File: src/rtl/brownout_reset_pkg.sv
// Constants for the brown-out reset and reset-cause control block.
// Assumes a 100 MHz APB clock and one aligned 32-bit word per register.
`default_nettype none
package brownout_reset_pkg;
  // Register byte offsets
  localparam logic [7:0] ADDR_RESET_CAUSE = 8'h00; // Reset cause and control
  localparam logic [7:0] ADDR_IRQ_STATUS = 8'h04;  // Sticky event flags, write one to clear
  localparam logic [7:0] ADDR_IRQ_MASK = 8'h08;    // Interrupt enables
  localparam logic [7:0] ADDR_SEQ_STATUS = 8'h0c;  // Live sequencer state, read only

  // Field positions of the reset cause register
  localparam int BIT_IRQ_PRIORITY = 7;
  localparam int BIT_SOFT_BOR = 6;
  localparam int BIT_RESET_INSTR = 4;
  localparam int BIT_WDT_TIMEOUT = 3;
  localparam int BIT_POWERDOWN = 2;
  localparam int BIT_POWERON = 1;
  localparam int BIT_BROWNOUT = 0;

  // Reset values of the reset cause flags after power-on
  localparam logic RST_IRQ_PRIORITY = 1'b0;
  localparam logic RST_RESET_INSTR = 1'b1;
  localparam logic RST_WDT_TIMEOUT = 1'b1;
  localparam logic RST_POWERDOWN = 1'b1;
  localparam logic RST_POWERON = 1'b0;
  localparam logic RST_BROWNOUT = 1'b0;

  // Interrupt event bits
  localparam int IRQ_BITS = 4;
  localparam int EV_BROWNOUT = 0;  // Brown-out reset entered
  localparam int EV_RECOVERED = 1; // Reset released after recovery
  localparam int EV_WDT = 2;       // Watchdog time-out seen
  localparam int EV_RESET_INSTR = 3; // Reset instruction executed

  // Brown-out enable configuration codes
  localparam logic [1:0] BOR_CFG_OFF = 2'h0;
  localparam logic [1:0] BOR_CFG_SOFT = 2'h1;
  localparam logic [1:0] BOR_CFG_NOSLEEP = 2'h2;
  localparam logic [1:0] BOR_CFG_ALWAYS = 2'h3;

  // Timing
  localparam int CLK_MHZ = 100;                  // pclk rate
  localparam int BOR_MIN_NS = 200;               // Least under-voltage time that must reset
  localparam int BOR_MIN_CYCLES = (BOR_MIN_NS * CLK_MHZ + 999) / 1000; // Rounded up
  localparam int POWERUP_TIMER_US = 65000;                // Power-up timer delay
  localparam int POWERUP_TIMER_CYCLES = POWERUP_TIMER_US * CLK_MHZ; // Default for the top parameter

  // Sequencer states
  typedef enum logic [1:0] {SEQ_RUN, SEQ_BROWNOUT, SEQ_POWERUP_TIMER} seq_state_t;
endpackage : brownout_reset_pkg
`default_nettype wire

File: src/rtl/brownout_reset_status_control.sv
// Brown-out reset sequencer with reset-cause register and APB slave.
// Assumes all inputs synchronous to pclk; core event inputs are one-cycle pulses;
// the supply detector output is a level, high while the supply is under threshold.
//
// Our own choices: the APB interface to the registers and the placing of the registers.
`default_nettype none

// Functional notes
// - Soft mode: soft enable bit gates brown-out
// - Other modes: soft bit ignored, reads zero
// - Soft bit loads the config strap on the first edge after reset
// - Powerdown flag set by power-up/clear, sleep clears
// - Power-on flag zero at power-on until written
// - Brown-out flag cleared on every brown-out/power-on
// - Brown-out active when the mode enables it; hold until recovery
// - Power-up timer extends reset, restarts on brown-out
// - Power-up timer enable independent of brown-out
// - Threshold only from configuration, never software
// - No-sleep mode disables brown-out during sleep
// - Request reference; arm only once it is stable
module brownout_reset_status_control #(
  parameter int POWERUP_TIMER_CYCLES = brownout_reset_pkg::POWERUP_TIMER_CYCLES, // Power-up timer length
  parameter int BOR_MIN_CYCLES = brownout_reset_pkg::BOR_MIN_CYCLES // Under-voltage filter
) (
  input wire logic pclk,
  input wire logic presetn,                   // Power-on reset, async, active low
  input wire logic psel,
  input wire logic penable,
  input wire logic pwrite,
  input wire logic [31:0] paddr,
  input wire logic [31:0] pwdata,
  output logic [31:0] prdata,
  output logic pready,
  output logic pslverr,
  input wire logic [1:0] brownout_enable_cfg,     // Configuration field
  input wire logic [1:0] brownout_threshold_cfg,  // Configuration field
  input wire logic config_low_byte_two_strap,     // High when low config bits 2:1 hold 01
  input wire logic powerup_timer_enable,          // Configuration, separate from brown-out
  input wire logic supply_below_threshold,        // Detector level
  input wire logic fixed_voltage_reference_stable, // Reference settled
  input wire logic sleep_active,                  // Core is in sleep
  input wire logic reset_instr_exec,              // Pulse: reset instruction
  input wire logic clear_watchdog_instr,          // Pulse: clear-watchdog instruction
  input wire logic sleep_instr,                   // Pulse: sleep instruction
  input wire logic watchdog_timeout,              // Pulse: watchdog expired
  output logic device_reset_hold,                 // High while the device is kept in reset
  output logic fixed_voltage_reference_request,   // Reference wanted by brown-out
  output logic brownout_detect_arm,               // Detector comparison is live
  output logic [1:0] brownout_voltage_sel,        // Threshold to the detector
  output logic irq_priority_mode,                 // Two-level interrupt priority
  output logic irq
);

  ////////////////////////////////////////////////////////////////////////////
  // Declarations
  logic irq_priority_enable;      // Priority level enable
  logic soft_brownout_enable;     // Stored soft enable
  logic reset_instr_flag;         // Low after reset instruction
  logic watchdog_timeout_flag;    // Low after watchdog time-out
  logic powerdown_flag;           // Low after sleep instruction
  logic poweron_status;           // Low after power-on
  logic brownout_status;          // Low after brown-out or power-on
  logic strap_done;               // Strap caught after reset release
  logic [brownout_reset_pkg::IRQ_BITS-1:0] irq_status; // Sticky events
  logic [brownout_reset_pkg::IRQ_BITS-1:0] irq_mask;   // Enables
  logic [brownout_reset_pkg::IRQ_BITS-1:0] irq_event;  // This cycle's events
  brownout_reset_pkg::seq_state_t seq_state;           // Sequencer state
  logic [31:0] powerup_timer_count;        // Power-up timer count down
  logic [15:0] filter_count;      // Under-voltage persistence
  logic brownout_active;          // Brown-out wanted in this mode
  logic under_voltage;            // Filtered detector result
  logic wr_access;                // Write taking effect this edge
  logic setup_phase;              // First cycle of a transfer
  logic addr_hit;                 // Offset decodes to a register
  logic [7:0] cause_read;         // Read view of the cause register
  logic soft_mode;                // Soft enable mode selected
  logic enter_brownout;           // Sequencer goes into brown-out
  logic leave_reset;              // Sequencer releases reset

  ////////////////////////////////////////////////////////////////////////////
  // Bus decode
  assign setup_phase = psel && !penable;
  assign wr_access = psel && penable && pwrite && !pslverr;
  assign pready = 1'b1; // Read data is ready by the access phase
  assign soft_mode = (brownout_enable_cfg == brownout_reset_pkg::BOR_CFG_SOFT);

  // Word offsets only; anything else is an error
  always_comb begin
    addr_hit = 1'b0;
    if (paddr[31:8] == 24'h000000) begin
      case (paddr[7:0])
        brownout_reset_pkg::ADDR_RESET_CAUSE,
        brownout_reset_pkg::ADDR_IRQ_STATUS,
        brownout_reset_pkg::ADDR_IRQ_MASK,
        brownout_reset_pkg::ADDR_SEQ_STATUS: addr_hit = 1'b1;
        default: addr_hit = 1'b0;
      endcase
    end
  end

  // Cause register read view; soft bit hidden outside soft mode
  always_comb begin
    cause_read = 8'h00;
    cause_read[brownout_reset_pkg::BIT_IRQ_PRIORITY] = irq_priority_enable;
    cause_read[brownout_reset_pkg::BIT_SOFT_BOR] = soft_brownout_enable && soft_mode;
    cause_read[brownout_reset_pkg::BIT_RESET_INSTR] = reset_instr_flag;
    cause_read[brownout_reset_pkg::BIT_WDT_TIMEOUT] = watchdog_timeout_flag;
    cause_read[brownout_reset_pkg::BIT_POWERDOWN] = powerdown_flag;
    cause_read[brownout_reset_pkg::BIT_POWERON] = poweron_status;
    cause_read[brownout_reset_pkg::BIT_BROWNOUT] = brownout_status;
  end

  ////////////////////////////////////////////////////////////////////////////
  // Read data and error, captured in the setup cycle so both come from flops.
  // A flag that changes between setup and access shows on the next read.
  always_ff @(posedge pclk or negedge presetn) begin
    if (!presetn) begin
      prdata <= 32'h00000000;
      pslverr <= 1'b0;
    end else if (setup_phase) begin
      pslverr <= !addr_hit;
      prdata <= 32'h00000000;
      if (!pwrite) begin
        case (paddr[7:0])
          brownout_reset_pkg::ADDR_RESET_CAUSE: prdata <= {24'h000000, cause_read};
          brownout_reset_pkg::ADDR_IRQ_STATUS: prdata <= {28'h0000000, irq_status};
          brownout_reset_pkg::ADDR_IRQ_MASK: prdata <= {28'h0000000, irq_mask};
          brownout_reset_pkg::ADDR_SEQ_STATUS:
            prdata <= {26'h0000000, brownout_detect_arm, brownout_active, device_reset_hold,
                       seq_state == brownout_reset_pkg::SEQ_POWERUP_TIMER, brownout_voltage_sel};
          default: prdata <= 32'h00000000;
        endcase
      end
    end
  end

  ////////////////////////////////////////////////////////////////////////////
  // Interrupt priority enable, plain software bit
  always_ff @(posedge pclk or negedge presetn) begin
    if (!presetn) begin
      irq_priority_enable <= brownout_reset_pkg::RST_IRQ_PRIORITY;
    end else if (wr_access && paddr[7:0] == brownout_reset_pkg::ADDR_RESET_CAUSE) begin
      irq_priority_enable <= pwdata[brownout_reset_pkg::BIT_IRQ_PRIORITY];
    end
  end
  assign irq_priority_mode = irq_priority_enable;

  // Soft enable: strap value loaded on the first edge after release,
  // since an async reset may only load a constant
  always_ff @(posedge pclk or negedge presetn) begin
    if (!presetn) begin
      strap_done <= 1'b0;
      soft_brownout_enable <= 1'b0;
    end else if (!strap_done) begin
      strap_done <= 1'b1;
      soft_brownout_enable <= config_low_byte_two_strap;
    end else if (wr_access && soft_mode && paddr[7:0] == brownout_reset_pkg::ADDR_RESET_CAUSE) begin
      soft_brownout_enable <= pwdata[brownout_reset_pkg::BIT_SOFT_BOR];
    end
  end

  ////////////////////////////////////////////////////////////////////////////
  // Reset instruction flag; the instruction wins over a write
  always_ff @(posedge pclk or negedge presetn) begin
    if (!presetn) begin
      reset_instr_flag <= brownout_reset_pkg::RST_RESET_INSTR;
    end else if (reset_instr_exec) begin
      reset_instr_flag <= 1'b0;
    end else if (wr_access && paddr[7:0] == brownout_reset_pkg::ADDR_RESET_CAUSE) begin
      reset_instr_flag <= pwdata[brownout_reset_pkg::BIT_RESET_INSTR];
    end
  end

  // Watchdog flag; a time-out beats a same-cycle clear or sleep
  always_ff @(posedge pclk or negedge presetn) begin
    if (!presetn) begin
      watchdog_timeout_flag <= brownout_reset_pkg::RST_WDT_TIMEOUT;
    end else if (watchdog_timeout) begin
      watchdog_timeout_flag <= 1'b0;
    end else if (clear_watchdog_instr || sleep_instr) begin
      watchdog_timeout_flag <= 1'b1;
    end
  end

  // Power-down flag; sleep beats a same-cycle clear-watchdog
  always_ff @(posedge pclk or negedge presetn) begin
    if (!presetn) begin
      powerdown_flag <= brownout_reset_pkg::RST_POWERDOWN;
    end else if (sleep_instr) begin
      powerdown_flag <= 1'b0;
    end else if (clear_watchdog_instr) begin
      powerdown_flag <= 1'b1;
    end
  end

  // Power-on flag: zero from power-on until firmware writes it
  always_ff @(posedge pclk or negedge presetn) begin
    if (!presetn) begin
      poweron_status <= brownout_reset_pkg::RST_POWERON;
    end else if (wr_access && paddr[7:0] == brownout_reset_pkg::ADDR_RESET_CAUSE) begin
      poweron_status <= pwdata[brownout_reset_pkg::BIT_POWERON];
    end
  end

  // Brown-out flag: hardware clear on brown-out beats a write
  always_ff @(posedge pclk or negedge presetn) begin
    if (!presetn) begin
      brownout_status <= brownout_reset_pkg::RST_BROWNOUT;
    end else if (enter_brownout) begin
      brownout_status <= 1'b0;
    end else if (wr_access && paddr[7:0] == brownout_reset_pkg::ADDR_RESET_CAUSE) begin
      brownout_status <= pwdata[brownout_reset_pkg::BIT_BROWNOUT];
    end
  end

  ////////////////////////////////////////////////////////////////////////////
  // Mode decode: is brown-out protection wanted right now
  always_comb begin
    case (brownout_enable_cfg)
      brownout_reset_pkg::BOR_CFG_SOFT: brownout_active = soft_brownout_enable && strap_done;
      brownout_reset_pkg::BOR_CFG_NOSLEEP: brownout_active = !sleep_active;
      brownout_reset_pkg::BOR_CFG_ALWAYS: brownout_active = 1'b1;
      default: brownout_active = 1'b0;
    endcase
  end

  // Reference requested whenever protection is wanted; detection waits for it
  assign fixed_voltage_reference_request = brownout_active;
  assign brownout_detect_arm = brownout_active && fixed_voltage_reference_stable;

  // Threshold registered from configuration; no bus path reaches it
  always_ff @(posedge pclk or negedge presetn) begin
    if (!presetn) begin
      brownout_voltage_sel <= 2'h0;
    end else begin
      brownout_voltage_sel <= brownout_threshold_cfg;
    end
  end

  ////////////////////////////////////////////////////////////////////////////
  // Under-voltage filter: short dips are ignored, which trades response time
  // for immunity to supply noise
  always_ff @(posedge pclk or negedge presetn) begin
    if (!presetn) begin
      filter_count <= 16'h0000;
    end else if (!brownout_detect_arm || !supply_below_threshold) begin
      filter_count <= 16'h0000;
    end else if (!under_voltage) begin
      filter_count <= filter_count + 16'h0001;
    end
  end
  assign under_voltage = (filter_count >= 16'(BOR_MIN_CYCLES - 1)) && supply_below_threshold;

  ////////////////////////////////////////////////////////////////////////////
  // Sequencer: run, held in brown-out, then optional power-up delay
  assign enter_brownout = under_voltage && brownout_detect_arm &&
                          (seq_state != brownout_reset_pkg::SEQ_BROWNOUT);
  assign leave_reset = ((seq_state == brownout_reset_pkg::SEQ_BROWNOUT) && !supply_below_threshold &&
                        !powerup_timer_enable) ||
                       ((seq_state == brownout_reset_pkg::SEQ_POWERUP_TIMER) && powerup_timer_count == 32'h00000000 &&
                        !enter_brownout);

  always_ff @(posedge pclk or negedge presetn) begin
    if (!presetn) begin
      seq_state <= brownout_reset_pkg::SEQ_RUN;
    end else begin
      case (seq_state)
        brownout_reset_pkg::SEQ_RUN: begin
          if (enter_brownout) begin
            seq_state <= brownout_reset_pkg::SEQ_BROWNOUT;
          end
        end
        brownout_reset_pkg::SEQ_BROWNOUT: begin
          // Held until the detector reports recovery
          if (!supply_below_threshold) begin
            if (powerup_timer_enable) begin
              seq_state <= brownout_reset_pkg::SEQ_POWERUP_TIMER;
            end else begin
              seq_state <= brownout_reset_pkg::SEQ_RUN;
            end
          end
        end
        brownout_reset_pkg::SEQ_POWERUP_TIMER: begin
          if (enter_brownout) begin
            seq_state <= brownout_reset_pkg::SEQ_BROWNOUT;
          end else if (powerup_timer_count == 32'h00000000) begin
            seq_state <= brownout_reset_pkg::SEQ_RUN;
          end
        end
        default: seq_state <= brownout_reset_pkg::SEQ_RUN;
      endcase
    end
  end

  // Power-up timer: reloaded while in brown-out, counts only in its state
  always_ff @(posedge pclk or negedge presetn) begin
    if (!presetn) begin
      powerup_timer_count <= 32'h00000000;
    end else if (seq_state != brownout_reset_pkg::SEQ_POWERUP_TIMER || enter_brownout) begin
      powerup_timer_count <= 32'(POWERUP_TIMER_CYCLES - 1);
    end else if (powerup_timer_count != 32'h00000000) begin
      powerup_timer_count <= powerup_timer_count - 32'h00000001;
    end
  end

  assign device_reset_hold = (seq_state != brownout_reset_pkg::SEQ_RUN);

  ////////////////////////////////////////////////////////////////////////////
  // Interrupt events: one generate loop of sticky bits, set beats clear
  assign irq_event[brownout_reset_pkg::EV_BROWNOUT] = enter_brownout;
  assign irq_event[brownout_reset_pkg::EV_RECOVERED] = leave_reset;
  assign irq_event[brownout_reset_pkg::EV_WDT] = watchdog_timeout;
  assign irq_event[brownout_reset_pkg::EV_RESET_INSTR] = reset_instr_exec;

  for (genvar i = 0; i < brownout_reset_pkg::IRQ_BITS; i++) begin : g_irq
    always_ff @(posedge pclk or negedge presetn) begin
      if (!presetn) begin
        irq_status[i] <= 1'b0;
      end else if (irq_event[i]) begin
        irq_status[i] <= 1'b1;
      end else if (wr_access && paddr[7:0] == brownout_reset_pkg::ADDR_IRQ_STATUS && pwdata[i]) begin
        irq_status[i] <= 1'b0;
      end
    end
  end

  // Mask register
  always_ff @(posedge pclk or negedge presetn) begin
    if (!presetn) begin
      irq_mask <= 4'h0;
    end else if (wr_access && paddr[7:0] == brownout_reset_pkg::ADDR_IRQ_MASK) begin
      irq_mask <= pwdata[brownout_reset_pkg::IRQ_BITS-1:0];
    end
  end

  assign irq = |(irq_status & irq_mask);

endmodule : brownout_reset_status_control
`default_nettype wire

File: config.mk
export PLATFORM = sky130hd
export DESIGN_NAME = brownout_reset_status_control
export DESIGN_NICKNAME = d
export VERILOG_FILES = /design/src/rtl/brownout_reset_pkg.sv /design/src/rtl/brownout_reset_status_control.sv
export SDC_FILE = /design/constraint.sdc
export NUM_CORES = 1
export LEC_CHECK = 0
export ABC_AREA = 1
export ABC_CLOCK_PERIOD_IN_PS = 1900
export BUFFER_PORTS_ARGS = -buffer_cell sky130_fd_sc_hd__buf_2
export CORE_MARGIN = 2
export CORE_UTILIZATION = 25
export CTS_CLUSTER_DIAMETER = 40
export DETAILED_ROUTE_END_ITERATION = 12
export GPL_TIMING_DRIVEN = 0
export PLACE_DENSITY = 0.42
export SYNTH_ARGS = -nofsm -noshare
export SYNTH_HDL_FRONTEND = slang
export SYNTH_SLANG_ARGS = --single-unit
File: constraint.sdc
create_clock -name pclk -period 1.9 [get_ports pclk]
set_input_delay 0.38 -clock pclk [delete_from_list [all_inputs] [get_ports pclk]]
set_output_delay 0.38 -clock pclk [all_outputs]
set_load 0.02 [all_outputs]
==> out/metrics.cfg <==
[synthesis]
synth_compound_area_share_pct = 5.82
yosysTopAreaCellShare_pct = 41.8
ys_warn_count = 0
synth_top_family_by_area = simple AND/OR/NAND/NOR gates
syn_area_per_cell_um2 = 8.07
synth_edf_count = 0
synth_seq_cells = 77
synth_area_leader_cell = dfrtp_1
synthXorXnorAreaFrac_pct = 5.34
yosysSeqAreaShare_pct = 43.6
synth_cells = 549
async_reset_ff_share_pct = 100
synthSimpleGateAreaFrac_pct = 32.8
ys.flop_type = dfrtp_1
syn_area_um2 = 4430
netlist_top_cells_area = dfrtp_1 (42%), nand2_1 (10%), nor2_1 (8.9%), inv_1 (4.7%), buf_4 (4.4%)
ys_types = 44
synth_adder_area_share_pct = 0.565
synth_mux_area_share_pct = 0.565

[setup_path]
worst_setup_path_end_kind = register
r2r_end = powerup_timer_count[10]$_DFFE_PN0P_
required_ns = 2.12
cp_num_cells = 10
crit_start = filter_count[0]$_DFFE_PN0P_
crit_fanout = 10
r2r-start = filter_count[0]$_DFFE_PN0P_
slowest_delay_ns = 0.41
ff2ff_setup_slack_ns = 0.12
crit_family = simple AND/OR/NAND/NOR gates
path_cells = ha_1 > inv_1 > nand3_1 > nand2_1 > nand3_4 > nand2_4 > nand2_8 > inv_6 > buf_6 > o21ai_2
crit_path_top_delay_cell = dfrtp_1
worst-path-buf-inv = 3
start_kind = register
r2r_cells = 10
worstSetupEndpoint = powerup_timer_count[10]$_DFFE_PN0P_
critPathArrivalTime_ns = 2.00
path_class = reg2reg

[die]
ios = 123
die-area_um2 = 18800
rows = 48
fp.coreArea_um2 = 17300
die_w_um = 137
chipHeight_um = 137
start_util_pct = 25.6

[timing]
maxClockFrequency_mhz = 561
worstMarginPinSlew_ns = 0.573
setup_viol_count_final = 0
fin_skew_ns = 0.00545
final_max_slew_viol_count = 0
rsz0062_at_grt = false
final-hold-violation-count = 0
period_share_pct = 93.8
min_period_ns = 1.78
relSlewSlack_pct = 61.7

[clocking]
clock_sinks = 77
cts_made_buffers = 9
cts_tree = built
clock_path_buffers = 2
cts_hold_buf = 0
htree_levels = 3
path_clk_slew_ns = 0.06
clock_latency_ns = 0.34
clockRootBuffer = clkbuf_16

[pwr]
pwr-share-seq_pct = 40.5
total_power_mw = 4.21
p_int_mw = 3.06
clkPwrFrac_pct = 43.7
combPwrFrac_pct = 15.8
p_leak_nw = 2.70
pwr_density_cell_nw_per_um2 = 764
p_sw_share_pct = 27.3
ir_drop_v = 0.000408
p_switching_mw = 1.15

[place]
dp.cells = 871
io_buffers = 72
gp_congestion = 0.864
dp_hpwl_um = 8400

[grt]
antenna_found_initial = 0
grt_max_degree = 40
grt_pass1_vias = 3572
grt.overflow.total = 0
grt.total_usage_pct = 11.8
grt_pass1_wl_um = 17200

[outcome]
outcome = completed

[finish]
final_cells = 887
nets = 741
layout_commonest_cell = nand2_1
insertedDiodeCount = 0
mostFrequentLayoutCells = nand2_1 (119), nor2_1 (103), dfrtp_1 (74), buf_2 (72), inv_1 (55)
synthToLayoutAreaGrowth_pct = 24.4
drive_above_1_share_pct = 26.6
nFillCells = 1844

[run]
cap_violations = 0

[routing]
ant_nets = 0
drt_iter0_markers = 204
wl_per_cell_um = 12.2
drc = 0
route.vias.total = 3656
vias_per_cell = 4.12
wl_um = 10800
drtPass1Iterations = 4

[hold_path]
holdCritPathClass = in2async

[worst min-delay path by stage]
| stage | from | endpoint | slack, ns | depth (start not counted) |
|---|---|---|---|---|
| 6_report | presetn | soft_brownout_enable$_DFFE_PN0P_ | 0.02 | 1 |
| 5_1_grt | presetn | soft_brownout_enable$_DFFE_PN0P_ | 0.05 | 1 |
| 4_1_cts | presetn | filter_count[0]$_DFFE_PN0P_ | 0.04 | 1 |
| 3_5_place_dp | presetn | filter_count[2]$_DFFE_PN0P_ | 0.41 | 1 |
| 3_3_place_gp | prdata[5]$_DFFE_PN0P_ | prdata[5]$_DFFE_PN0P_ | 0.47 | 2 |
| 2_1_floorplan | presetn | brownout_status$_DFFE_PN0P_ | 0.08 | 0 |
[area by class of cell]
cell class	instances	area (um2)	area share, %
Multi-Input combinational cell	404	2100	38.2
Sequential cell	77	1930	35.0
Timing Repair Buffer	73	383	6.95
Tap cell	225	282	5.11
Buffer	31	254	4.61
Inverter	61	239	4.34
Clock buffer	11	233	4.22
Clock inverter	5	85.1	1.54
[power by group through the flow]
| stage | Clock, mW | Sequential, mW | Combinational, mW |
|---|---|---|---|
| after global routing | 2.00 | 1.71 | 0.746 |
| after detailed placement | 0 | 1.74 | 0.672 |
| after floorplan | 0 | 1.73 | 0.455 |
| final | 1.84 | 1.71 | 0.665 |
| after global placement | 0 | 1.73 | 0.659 |
| after CTS | 1.92 | 1.71 | 0.674 |
[metrics by stage]
stage                     util [%]  setup TNS [ns]  hold slack (ns)  worst slack (ns)  area [um2]
after floorplan                  -               0           0.0844             0.333        4520
after global placement        29.8          -13.11            0.470            -0.182        5160
after detailed placement      30.0               0            0.409            0.0114        5180
after CTS                     31.8               0           0.0372            0.0584        5510
after global routing          31.9               0           0.0536          0.000155        5510
final                         31.9               0           0.0169             0.117        5510
[cell families after synthesis]
group | Yosys count
mux | 2
xor+xnor | 27
simple gates | 309
buf+inv | 92
other cells | 2
compound gates | 38
fa+ha+maj | 2
flops | 77
[Yosys cell counts, types with 5 or more instances]
library cell,number
nor2_2,5
xor2_1,20
nand4_1,10
nor2_1,105
buf_4,26
o21ai_2,11
nor3_1,12
inv_1,55
o21ai_0,15
nor3_2,10
nand2_2,5
xnor2_1,7
dfrtp_1,74
nand3_1,27
nand2_4,6
nand2_1,119
a21oi_1,5
[per-layer routing]
layer  wire [um]  GRT usage, %
met5           0             0
met4         157          3.44
met3         717          3.56
met2        4820          19.4
met1        5140          15.0
[registers in the layout (all words and copies together) (netlist names), 2 cells and up]
name,count
prdata,8
brownout_voltage_sel,2
powerup_timer_count,32
irq_status,4
seq_state,2
irq_mask,4
filter_count,16
[timing repair]
item / 4_1_cts / 5_1_grt
endpoints found under the hold margin: 0 / 0
resized for setup: 2 / 1
buffers inserted: 0 / 0
setup endpoints to repair: 2 / 16
Note: power is estimated with default switching activity, not from simulation.
